[config.mk]
export PLATFORM = sky130hd
export DESIGN_NAME = sscs_speed_select
export DESIGN_NICKNAME = d
export VERILOG_FILES = /design/src/verilog/sscs_pkg.sv /design/src/verilog/sscs_digital_decode.sv /design/src/verilog/sscs_speed_select.sv
export SDC_FILE = /design/constraint.sdc
export NUM_CORES = 2
export LEC_CHECK = 0
export BUFFER_PORTS_ARGS = -buffer_cell sky130_fd_sc_hd__buf_2
export CAP_MARGIN = 20
export CORE_UTILIZATION = 50
export DETAILED_ROUTE_END_ITERATION = 10
export MAX_ROUTING_LAYER = met4
export PLACE_DENSITY = 0.74
export SLEW_MARGIN = 20
export SYNTH_ARGS = -nofsm -noshare
export SYNTH_HDL_FRONTEND = slang
export SYNTH_HIERARCHICAL = 1
export SYNTH_SLANG_ARGS = --single-unit
[constraint.sdc]
create_clock -name clk_i -period 75.6 [get_ports clk_i]
set_input_delay 22.68 -clock clk_i [delete_from_list [all_inputs] [get_ports clk_i]]
set_output_delay 22.68 -clock clk_i [all_outputs]
set_load 0.02 [all_outputs]
[src/verilog/sscs_pkg.sv]
// constants, register map and enumerations for the spindle speed command select block.
// assumes a 32-bit apb master and contact inputs that arrive asynchronously from the machine controller.
//
// Notes on behaviour
// three preset picks form an index, pick 3 msb, selecting stored speed 0..7 (0..32767)
// stored speed 0 zero, all picks off and digital enable open: command follows the analog voltage input
// stored speed 0 drives the motor on run, whether analog or digital mode is set
// picks reach the block only through general inputs assigned codes 11, 12, 13
// digital enable closed: command comes from twelve parallel contact lines
// four parallel formats, bcd2, bcd3, unsigned and signed binary, one active at once
// two-digit bcd: 00 is zero, 99 is maximum, scaled by code over 99
// controller puts units on lines 1-4, tens on 5-8, lsb on line 1, closed is one
// three-digit bcd: 000 zero, 999 maximum, hundreds digit on lines 9-12
// a bcd nibble above nine keeps the previous valid digital command
// format setting: 0 signed, 1 unsigned, 2 bcd2, 3 bcd3; reset value 0
// unsigned binary: 000 zero, fff maximum, linear
// signed binary: 800 zero, above forward up to fff, below reverse up to 000

package sscs_pkg;

  // ==========================================================
  // sizes
  localparam int unsigned NUM_PRESET = 8;
  localparam int unsigned NUM_GP_IN = 12;
  localparam int unsigned NUM_PAR_LINE = 12;
  localparam int unsigned SPEED_W = 16;

  // ==========================================================
  // register map (byte addresses)
  localparam logic [7:0] OFS_PRESET_BASE = 8'h00;   // preset_speed_0..7 at 0x00..0x1c
  localparam logic [7:0] OFS_ASSIGN_BASE = 8'h20;   // input_function_assign 0..11 at 0x20..0x4c
  localparam logic [7:0] OFS_FORMAT = 8'h50;
  localparam logic [7:0] OFS_MAX_SPEED = 8'h54;
  localparam logic [7:0] OFS_STATUS = 8'h58;

  // ==========================================================
  // reset values
  localparam logic [15:0] RST_PRESET = 16'h0000;
  localparam logic [7:0] RST_ASSIGN = 8'h00;
  localparam logic [1:0] RST_FORMAT = 2'h0;
  localparam logic [15:0] RST_MAX_SPEED = 16'h2710;
  localparam logic [15:0] PRESET_WR_MASK = 16'h7FFF;  // settings top out at 32767

  // ==========================================================
  // general input function codes
  localparam logic [7:0] FN_PICK_BIT0 = 8'h0B;
  localparam logic [7:0] FN_PICK_BIT1 = 8'h0C;
  localparam logic [7:0] FN_PICK_BIT2 = 8'h0D;
  localparam logic [7:0] FN_DIGITAL_EN = 8'h0F;

  // ==========================================================
  // status register fields
  localparam int unsigned ST_SPEED_LSB = 0;
  localparam int unsigned ST_SOURCE_LSB = 16;
  localparam int unsigned ST_REVERSE = 18;
  localparam int unsigned ST_BAD_CODE = 19;
  localparam int unsigned ST_PICK_LSB = 24;
  localparam int unsigned ST_DIGITAL_EN = 27;

  // ==========================================================
  // parallel command formats and decode constants
  localparam logic [1:0] FMT_SIGNED = 2'h0;
  localparam logic [1:0] FMT_UNSIGNED = 2'h1;
  localparam logic [1:0] FMT_BCD2 = 2'h2;
  localparam logic [1:0] FMT_BCD3 = 2'h3;
  localparam logic [11:0] DIV_BCD2 = 12'h063;      // 99
  localparam logic [11:0] DIV_BCD3 = 12'h3E7;      // 999
  localparam logic [11:0] DIV_UNSIGNED = 12'hFFF;  // 4095
  localparam logic [11:0] SIGNED_ZERO = 12'h800;
  localparam logic [11:0] DIV_SIGNED_FWD = 12'h7FF;
  localparam logic [11:0] DIV_SIGNED_REV = 12'h800;
  localparam logic [3:0] BCD_MAX_DIGIT = 4'h9;

  // ==========================================================
  // command source shown in status and on the port
  typedef enum logic [1:0] {
    SSCS_SRC_ANALOG = 2'h0,
    SSCS_SRC_PRESET = 2'h1,
    SSCS_SRC_DIGITAL = 2'h2
  } sscs_source_t;

endpackage : sscs_pkg

[src/verilog/sscs_digital_decode.sv]
// decoder from the twelve parallel contact lines to a speed magnitude and direction.
// assumes lines already synchronised; purely combinational, caller registers the result.
`timescale 1ns/100ps

module sscs_digital_decode (
  input wire logic [1:0] format_i,
  input wire logic [11:0] code_i,
  input wire logic [15:0] max_speed_i,
  output logic [15:0] speed_o,
  output logic reverse_o,
  output logic valid_o
);

  logic [3:0] units;
  logic [3:0] tens;
  logic [3:0] hundreds;
  logic [11:0] value;
  logic [11:0] divisor;
  logic [27:0] product;
  logic [27:0] quotient;

  // lsb on line 1, units on lines 1-4, tens 5-8, hundreds 9-12
  assign units = code_i[3:0];
  assign tens = code_i[7:4];
  assign hundreds = code_i[11:8];

  always_comb begin
    value = 12'h000;
    divisor = sscs_pkg::DIV_UNSIGNED;
    reverse_o = 1'b0;
    valid_o = 1'b1;
    unique case (format_i)
      sscs_pkg::FMT_BCD2: begin
        // only eight lines carry the code; lines 9-12 are ignored
        // widen before the multiply so 9 * 10 cannot wrap in four bits
        value = (12'(tens) * 12'd10) + 12'(units);
        divisor = sscs_pkg::DIV_BCD2;
        valid_o = (units <= sscs_pkg::BCD_MAX_DIGIT) && (tens <= sscs_pkg::BCD_MAX_DIGIT);
      end
      sscs_pkg::FMT_BCD3: begin
        value = (12'(hundreds) * 12'd100) + (12'(tens) * 12'd10) + 12'(units);
        divisor = sscs_pkg::DIV_BCD3;
        valid_o = (units <= sscs_pkg::BCD_MAX_DIGIT) && (tens <= sscs_pkg::BCD_MAX_DIGIT)
                  && (hundreds <= sscs_pkg::BCD_MAX_DIGIT);
      end
      sscs_pkg::FMT_UNSIGNED: begin
        value = code_i;
        divisor = sscs_pkg::DIV_UNSIGNED;
      end
      sscs_pkg::FMT_SIGNED: begin
        // 800 is standstill; the reverse half has one step more than the forward half
        if (code_i >= sscs_pkg::SIGNED_ZERO) begin
          value = code_i - sscs_pkg::SIGNED_ZERO;
          divisor = sscs_pkg::DIV_SIGNED_FWD;
        end else begin
          value = sscs_pkg::SIGNED_ZERO - code_i;
          divisor = sscs_pkg::DIV_SIGNED_REV;
          reverse_o = 1'b1;
        end
      end
    endcase
  end

  // truncating divide matches the tabled speeds, e.g. 98 -> 9898 at 10000 max
  assign product = 28'(value) * 28'(max_speed_i);
  assign quotient = product / 28'(divisor);
  assign speed_o = quotient[15:0];

endmodule : sscs_digital_decode

[src/verilog/sscs_speed_select.sv]
// top of the spindle speed command select block: apb registers, contact input
// synchronisers, general input function routing and command source selection.
// assumes contact inputs asynchronous to clk_i and an analog command already digitised on clk_i.
//
// The register addresses and the APB slave port are this design's own decisions.
`timescale 1ns/100ps

module sscs_speed_select (
  input wire logic clk_i,
  input wire logic rst_i,
  // apb slave
  input wire logic psel_i,
  input wire logic penable_i,
  input wire logic pwrite_i,
  input wire logic [7:0] paddr_i,
  input wire logic [31:0] pwdata_i,
  output logic [31:0] prdata_o,
  output logic pready_o,
  output logic pslverr_o,
  // contact inputs from the controller
  input wire logic [11:0] gp_in_i,
  input wire logic [11:0] parallel_cmd_line_i,
  input wire logic run_forward_i,
  input wire logic run_reverse_i,
  // digitised analog speed command, same clock
  input wire logic [15:0] analog_speed_i,
  // resulting command
  output logic [15:0] speed_cmd_o,
  output logic speed_reverse_o,
  output logic run_o,
  output logic [1:0] cmd_source_o
);

  // ==========================================================
  // state
  typedef struct packed {
    logic [11:0] gp_s1;
    logic [11:0] gp_s2;
    logic [11:0] par_s1;
    logic [11:0] par_s2;
    logic [1:0] run_s1;
    logic [1:0] run_s2;
    logic [sscs_pkg::NUM_PRESET-1:0][15:0] preset_speed;
    logic [sscs_pkg::NUM_GP_IN-1:0][7:0] input_function_assign;
    logic [1:0] parallel_cmd_format;
    logic [15:0] max_speed;
    logic [15:0] digital_speed;
    logic digital_reverse;
    logic bad_code;
    logic [15:0] speed_cmd;
    logic speed_reverse;
    logic run;
    sscs_pkg::sscs_source_t source;
    logic [31:0] rdata;
    logic rerr;
  } sscs_state_t;

  sscs_state_t st;
  sscs_state_t next_st;

  // ==========================================================
  // function routing of general inputs
  // several inputs may carry the same code; they are or-ed
  function automatic logic fn_active(
    input logic [sscs_pkg::NUM_GP_IN-1:0][7:0] assign_tab,
    input logic [11:0] pins,
    input logic [7:0] code
  );
    logic hit;
    hit = 1'b0;
    for (int i = 0; i < sscs_pkg::NUM_GP_IN; i++) begin
      if (assign_tab[i] == code) begin
        hit = hit | pins[i];
      end
    end
    return hit;
  endfunction : fn_active

  logic [2:0] pick;
  logic digital_en;
  logic [15:0] dec_speed;
  logic dec_reverse;
  logic dec_valid;
  logic [15:0] preset_sel;

  always_comb begin
    pick[0] = fn_active(st.input_function_assign, st.gp_s2, sscs_pkg::FN_PICK_BIT0);
    pick[1] = fn_active(st.input_function_assign, st.gp_s2, sscs_pkg::FN_PICK_BIT1);
    pick[2] = fn_active(st.input_function_assign, st.gp_s2, sscs_pkg::FN_PICK_BIT2);
    digital_en = fn_active(st.input_function_assign, st.gp_s2, sscs_pkg::FN_DIGITAL_EN);
  end

  // pick bit 2 is the msb of the index
  assign preset_sel = st.preset_speed[pick];

  sscs_digital_decode u_decode (
    .format_i(st.parallel_cmd_format),
    .code_i(st.par_s2),
    .max_speed_i(st.max_speed),
    .speed_o(dec_speed),
    .reverse_o(dec_reverse),
    .valid_o(dec_valid)
  );

  // ==========================================================
  // register access decode
  logic setup_phase;
  logic access_phase;
  logic addr_ok;

  assign setup_phase = psel_i && !penable_i;
  assign access_phase = psel_i && penable_i;
  assign addr_ok = (paddr_i[1:0] == 2'b00) && (paddr_i <= sscs_pkg::OFS_STATUS);

  function automatic logic [31:0] read_word(input sscs_state_t s, input logic [7:0] addr,
                                             input logic [2:0] pk, input logic den);
    logic [31:0] w;
    logic [7:0] rel;
    w = 32'h0000_0000;
    rel = addr - sscs_pkg::OFS_ASSIGN_BASE;
    if (addr < sscs_pkg::OFS_ASSIGN_BASE) begin
      w[15:0] = s.preset_speed[addr[4:2]];
    end else if (addr < sscs_pkg::OFS_FORMAT) begin
      w[7:0] = s.input_function_assign[rel[5:2]];
    end else if (addr == sscs_pkg::OFS_FORMAT) begin
      w[1:0] = s.parallel_cmd_format;
    end else if (addr == sscs_pkg::OFS_MAX_SPEED) begin
      w[15:0] = s.max_speed;
    end else begin
      w[sscs_pkg::ST_SPEED_LSB +: 16] = s.speed_cmd;
      w[sscs_pkg::ST_SOURCE_LSB +: 2] = s.source;
      w[sscs_pkg::ST_REVERSE] = s.speed_reverse;
      w[sscs_pkg::ST_BAD_CODE] = s.bad_code;
      w[sscs_pkg::ST_PICK_LSB +: 3] = pk;
      w[sscs_pkg::ST_DIGITAL_EN] = den;
    end
    return w;
  endfunction : read_word

  // ==========================================================
  // next state
  logic [7:0] wr_rel;
  assign wr_rel = paddr_i - sscs_pkg::OFS_ASSIGN_BASE;

  always_comb begin
    next_st = st;

    // two flops on every contact input before use
    next_st.gp_s1 = gp_in_i;
    next_st.gp_s2 = st.gp_s1;
    next_st.par_s1 = parallel_cmd_line_i;
    next_st.par_s2 = st.par_s1;
    next_st.run_s1 = {run_reverse_i, run_forward_i};
    next_st.run_s2 = st.run_s1;

    // read data captured in setup so the access phase answers from flops
    if (setup_phase) begin
      next_st.rdata = addr_ok ? read_word(st, paddr_i, pick, digital_en) : 32'h0000_0000;
      next_st.rerr = !addr_ok;
    end

    if (access_phase && pwrite_i && addr_ok) begin
      if (paddr_i < sscs_pkg::OFS_ASSIGN_BASE) begin
        next_st.preset_speed[paddr_i[4:2]] = pwdata_i[15:0] & sscs_pkg::PRESET_WR_MASK;
      end else if (paddr_i < sscs_pkg::OFS_FORMAT) begin
        next_st.input_function_assign[wr_rel[5:2]] = pwdata_i[7:0];
      end else if (paddr_i == sscs_pkg::OFS_FORMAT) begin
        next_st.parallel_cmd_format = pwdata_i[1:0];
      end else if (paddr_i == sscs_pkg::OFS_MAX_SPEED) begin
        next_st.max_speed = pwdata_i[15:0];
      end
    end

    // an illegal bcd digit leaves the last good command in place
    next_st.bad_code = !dec_valid;
    if (dec_valid) begin
      next_st.digital_speed = dec_speed;
      next_st.digital_reverse = dec_reverse;
    end

    next_st.run = st.run_s2[0] | st.run_s2[1];

    // source priority: picked preset, stored speed 0, digital lines, analog
    if (pick != 3'b000 || st.preset_speed[0] != 16'h0000) begin
      // stored speed 0 wins over both analog and digital modes
      next_st.source = sscs_pkg::SSCS_SRC_PRESET;
      next_st.speed_cmd = preset_sel;
      next_st.speed_reverse = st.run_s2[1];
    end else if (digital_en) begin
      next_st.source = sscs_pkg::SSCS_SRC_DIGITAL;
      next_st.speed_cmd = st.digital_speed;
      // signed reverse half flips the direction given by the run inputs
      next_st.speed_reverse = st.run_s2[1] ^ st.digital_reverse;
    end else begin
      next_st.source = sscs_pkg::SSCS_SRC_ANALOG;
      next_st.speed_cmd = analog_speed_i;
      next_st.speed_reverse = st.run_s2[1];
    end
  end

  // ==========================================================
  // registers
  always_ff @(posedge clk_i or posedge rst_i) begin
    if (rst_i) begin
      st.gp_s1 <= 12'h000;
      st.gp_s2 <= 12'h000;
      st.par_s1 <= 12'h000;
      st.par_s2 <= 12'h000;
      st.run_s1 <= 2'b00;
      st.run_s2 <= 2'b00;
      st.preset_speed <= {sscs_pkg::NUM_PRESET{sscs_pkg::RST_PRESET}};
      st.input_function_assign <= {sscs_pkg::NUM_GP_IN{sscs_pkg::RST_ASSIGN}};
      st.parallel_cmd_format <= sscs_pkg::RST_FORMAT;
      st.max_speed <= sscs_pkg::RST_MAX_SPEED;
      st.digital_speed <= 16'h0000;
      st.digital_reverse <= 1'b0;
      st.bad_code <= 1'b0;
      st.speed_cmd <= 16'h0000;
      st.speed_reverse <= 1'b0;
      st.run <= 1'b0;
      st.source <= sscs_pkg::SSCS_SRC_ANALOG;
      st.rdata <= 32'h0000_0000;
      st.rerr <= 1'b0;
    end else begin
      st <= next_st;
    end
  end

  // ==========================================================
  // outputs
  // no wait states: the access phase always completes
  assign pready_o = 1'b1;
  assign prdata_o = st.rdata;
  assign pslverr_o = access_phase && st.rerr;
  assign speed_cmd_o = st.speed_cmd;
  assign speed_reverse_o = st.speed_reverse;
  assign run_o = st.run;
  assign cmd_source_o = st.source;

endmodule : sscs_speed_select

==> metrics.txt <==
status finished, final reports clean; row count 103; Max Fclk 14.0 MHz; Bufs on Longest Clock Path 3; CP required 76.02 ns; Max Used Layer met4; top cells by area, synth dfrtp_1, ha_1, mux2_2; Hold Crit Class register to register; global-route wire length before repair 175 mm; worst-path fanout max 21; met3 WL post-DR 6.29 mm; fin cells 5603; RR Endpoint st[55]; Worst Max-Slew Pin Slew 1.20 ns; MaxCap Viol Count 0; Final min period 71.46 ns; asr flop ratio synth 1.00; Clock Latency Late Sink 0.56 ns; Primary FF master, synth dfrtp_1; Max Slew Vio Count 0; Yosys top cell by area dfrtp_1; Die X 285 µm; worst r2r path cells 333; clock root buffer clkbuf_16; cell area after layout 43800 µm²; Setup TNS 0 ns; TritonCTS buffer count 36; DRT iter0 DRCs 2578; Synth Area per Inst 9.13 µm²; core region area 79000 µm²; GRT Residual Overflow 0; slew margin rel. 0.196; commonest non-fill, non-tap cell in the layout nand2_1; post-synthesis sequential area ratio 0.219; initial antenna violation count 10; share of cells above drive strength 1 0.204; HPWL Detailed 82.4 mm; R2R setup slack 4.14 ns; Place WS 0.790 ns; largest net degree at the start of global routing 173; CTS tree yes; routability congestion estimate 0.953; crit path capture st[55]; Post-DRT Antenna Nets 0; post-synth cell types 145; reg2reg start st[322]; Post-Syn Area 39900 µm²; die height 285 µm; Setup violations, final 0; Final Hold Viols 0; nets@finish 5105; clk sink count 349; CP max stage delay 0.68 ns; #FFs+latches synth 349; Area after DPL 42100 µm²; Vias 34300; Vias/cell 6.13; Final Cycle Share 0.945; GR Util All Layers 0.271; P&R area growth vs syn 9.76%; dpl cells 5509; CP endpoint kind register; die area 81000 µm²; # IOs 141; most used cell, CP o21a_1; met2 WL 51.0 mm; Initial Utilization 0.506; CP startpoint st[322]; number of I/O port buffers 115; DRC 0; clock skew 0.0234 ns; critical path data arrival time 71.89 ns; cell at the slowest stage of the critical path or4b_2; wl on met1 48.6 mm; EDFF count, synth 0; WL per Instance 19.5 µm; Reg clk slew, reported paths 0.06 ns; Worst setup SP type register; commonest cells after routing, fill and taps aside nand2_1, ha_1, dfrtp_1, mux2_2, nor2_1; PnR worst setup slack 4.14 ns; number of global-route vias before repair 33300; WL final 110 mm; drt pass-1 iters 6; Synth warnings 6; Synth top area share 0.216; Syn Inst Count 4375; H-tree depth 2; crit path kind register to register
## per-stage QoR
step / utilization / hold WS, ns
2_1_floorplan: - / 0.331
3_3_place_gp: 0.533 / 0.332
3_5_place_dp: 0.533 / 0.335
4_1_cts: 0.549 / 0.348
5_1_grt: 0.555 / 0.351
6_report: 0.555 / 0.347
## per-layer routing
metal / GRT usage / vias up
met2: 0.431 / 1053
met5: - / -
met1: 0.362 / 16800
li1: - / 16300
met3: 0.0275 / 209
met4: 0.0858 / 0
## critical path: cells and delay by family (launching register included)
kind	cells	cell delay, ns
AND/OR/NAND/NOR	78	16.27
flip-flops	1	0.49
multiplexers	5	1.47
adder cells (fa/ha/maj)	32	11.13
AO/OA/AOI/OAI	192	38.87
XOR/XNOR	1	0.16
buffers and inverters	25	2.82
## flip-flops by register name, summed over array words and instances (netlist names)
signal / count
next_st: 26
cmd_source_o: 2
run_o: 1
st: 279
speed_cmd_o: 16
prdata_o: 24
speed_reverse_o: 1
## cells in the mapped netlist (46+ instances only)
| cell | instances |
|---|---|
| nand2_1 | 399 |
| ha_1 | 353 |
| dfrtp_1 | 344 |
| mux2_2 | 304 |
| nor2_1 | 274 |
| inv_1 | 261 |
| nor3_1 | 185 |
| a21oi_1 | 165 |
| o21a_1 | 165 |
| fa_1 | 146 |
| mux2i_1 | 132 |
| o21ai_0 | 127 |
| clkbuf_1 | 104 |
| xnor2_1 | 100 |
| o31ai_1 | 82 |
| and2_1 | 76 |
| nand3_1 | 76 |
| buf_4 | 58 |
| xor2_1 | 55 |
| mux4_2 | 53 |
| nand4_1 | 53 |
| nor2b_1 | 49 |
| a21o_1 | 46 |
## how the worst min path moves through the flow
stage	from	cells past startpoint	end	slack [ns]
global placement	next_st[344]	0	st[344]	0.33
CTS	next_st[344]	0	st[344]	0.35
detailed placement	next_st[313]	0	st[313]	0.33
global route	next_st[348]	0	st[348]	0.35
floorplan	next_st[313]	0	st[313]	0.33
finish	next_st[325]	0	st[325]	0.35
## cell families (layout without fill, tap and decap cells)
group | count (synthesis) | in the layout | share of synthesized area
buf+inv | 484 | 647 | 0.0526
other cells | 2 | 16 | 0.000188
flops | 349 | 349 | 0.219
fa+ha+maj | 499 | 499 | 0.184
simple gates | 1396 | 1396 | 0.179
mux | 499 | 499 | 0.152
xor+xnor | 156 | 156 | 0.0344
compound gates | 990 | 991 | 0.179
## timing repair
action | 4_1_cts | 5_1_grt
hold endpoints to repair | 0 | 0
setup buffers | 0 | 21
resized for setup | 0 | 59
hold buffers | 0 | 0
endpoints found under the setup margin | 0 | 3
## cell type report
type	instances	area (µm²)
multi-input combinational	3550	29400
clock buffer	47	1020
tap	1050	1310
clock inverter	18	239
fill	6926	35200
sequential	349	8740
inverter	273	1030
antenna	7	17.5
timing repair buffer	309	2060
Power is left out: the tool's default activity adds up to more than one toggle a clock period on the data nets, which glitch-free logic cannot reach.
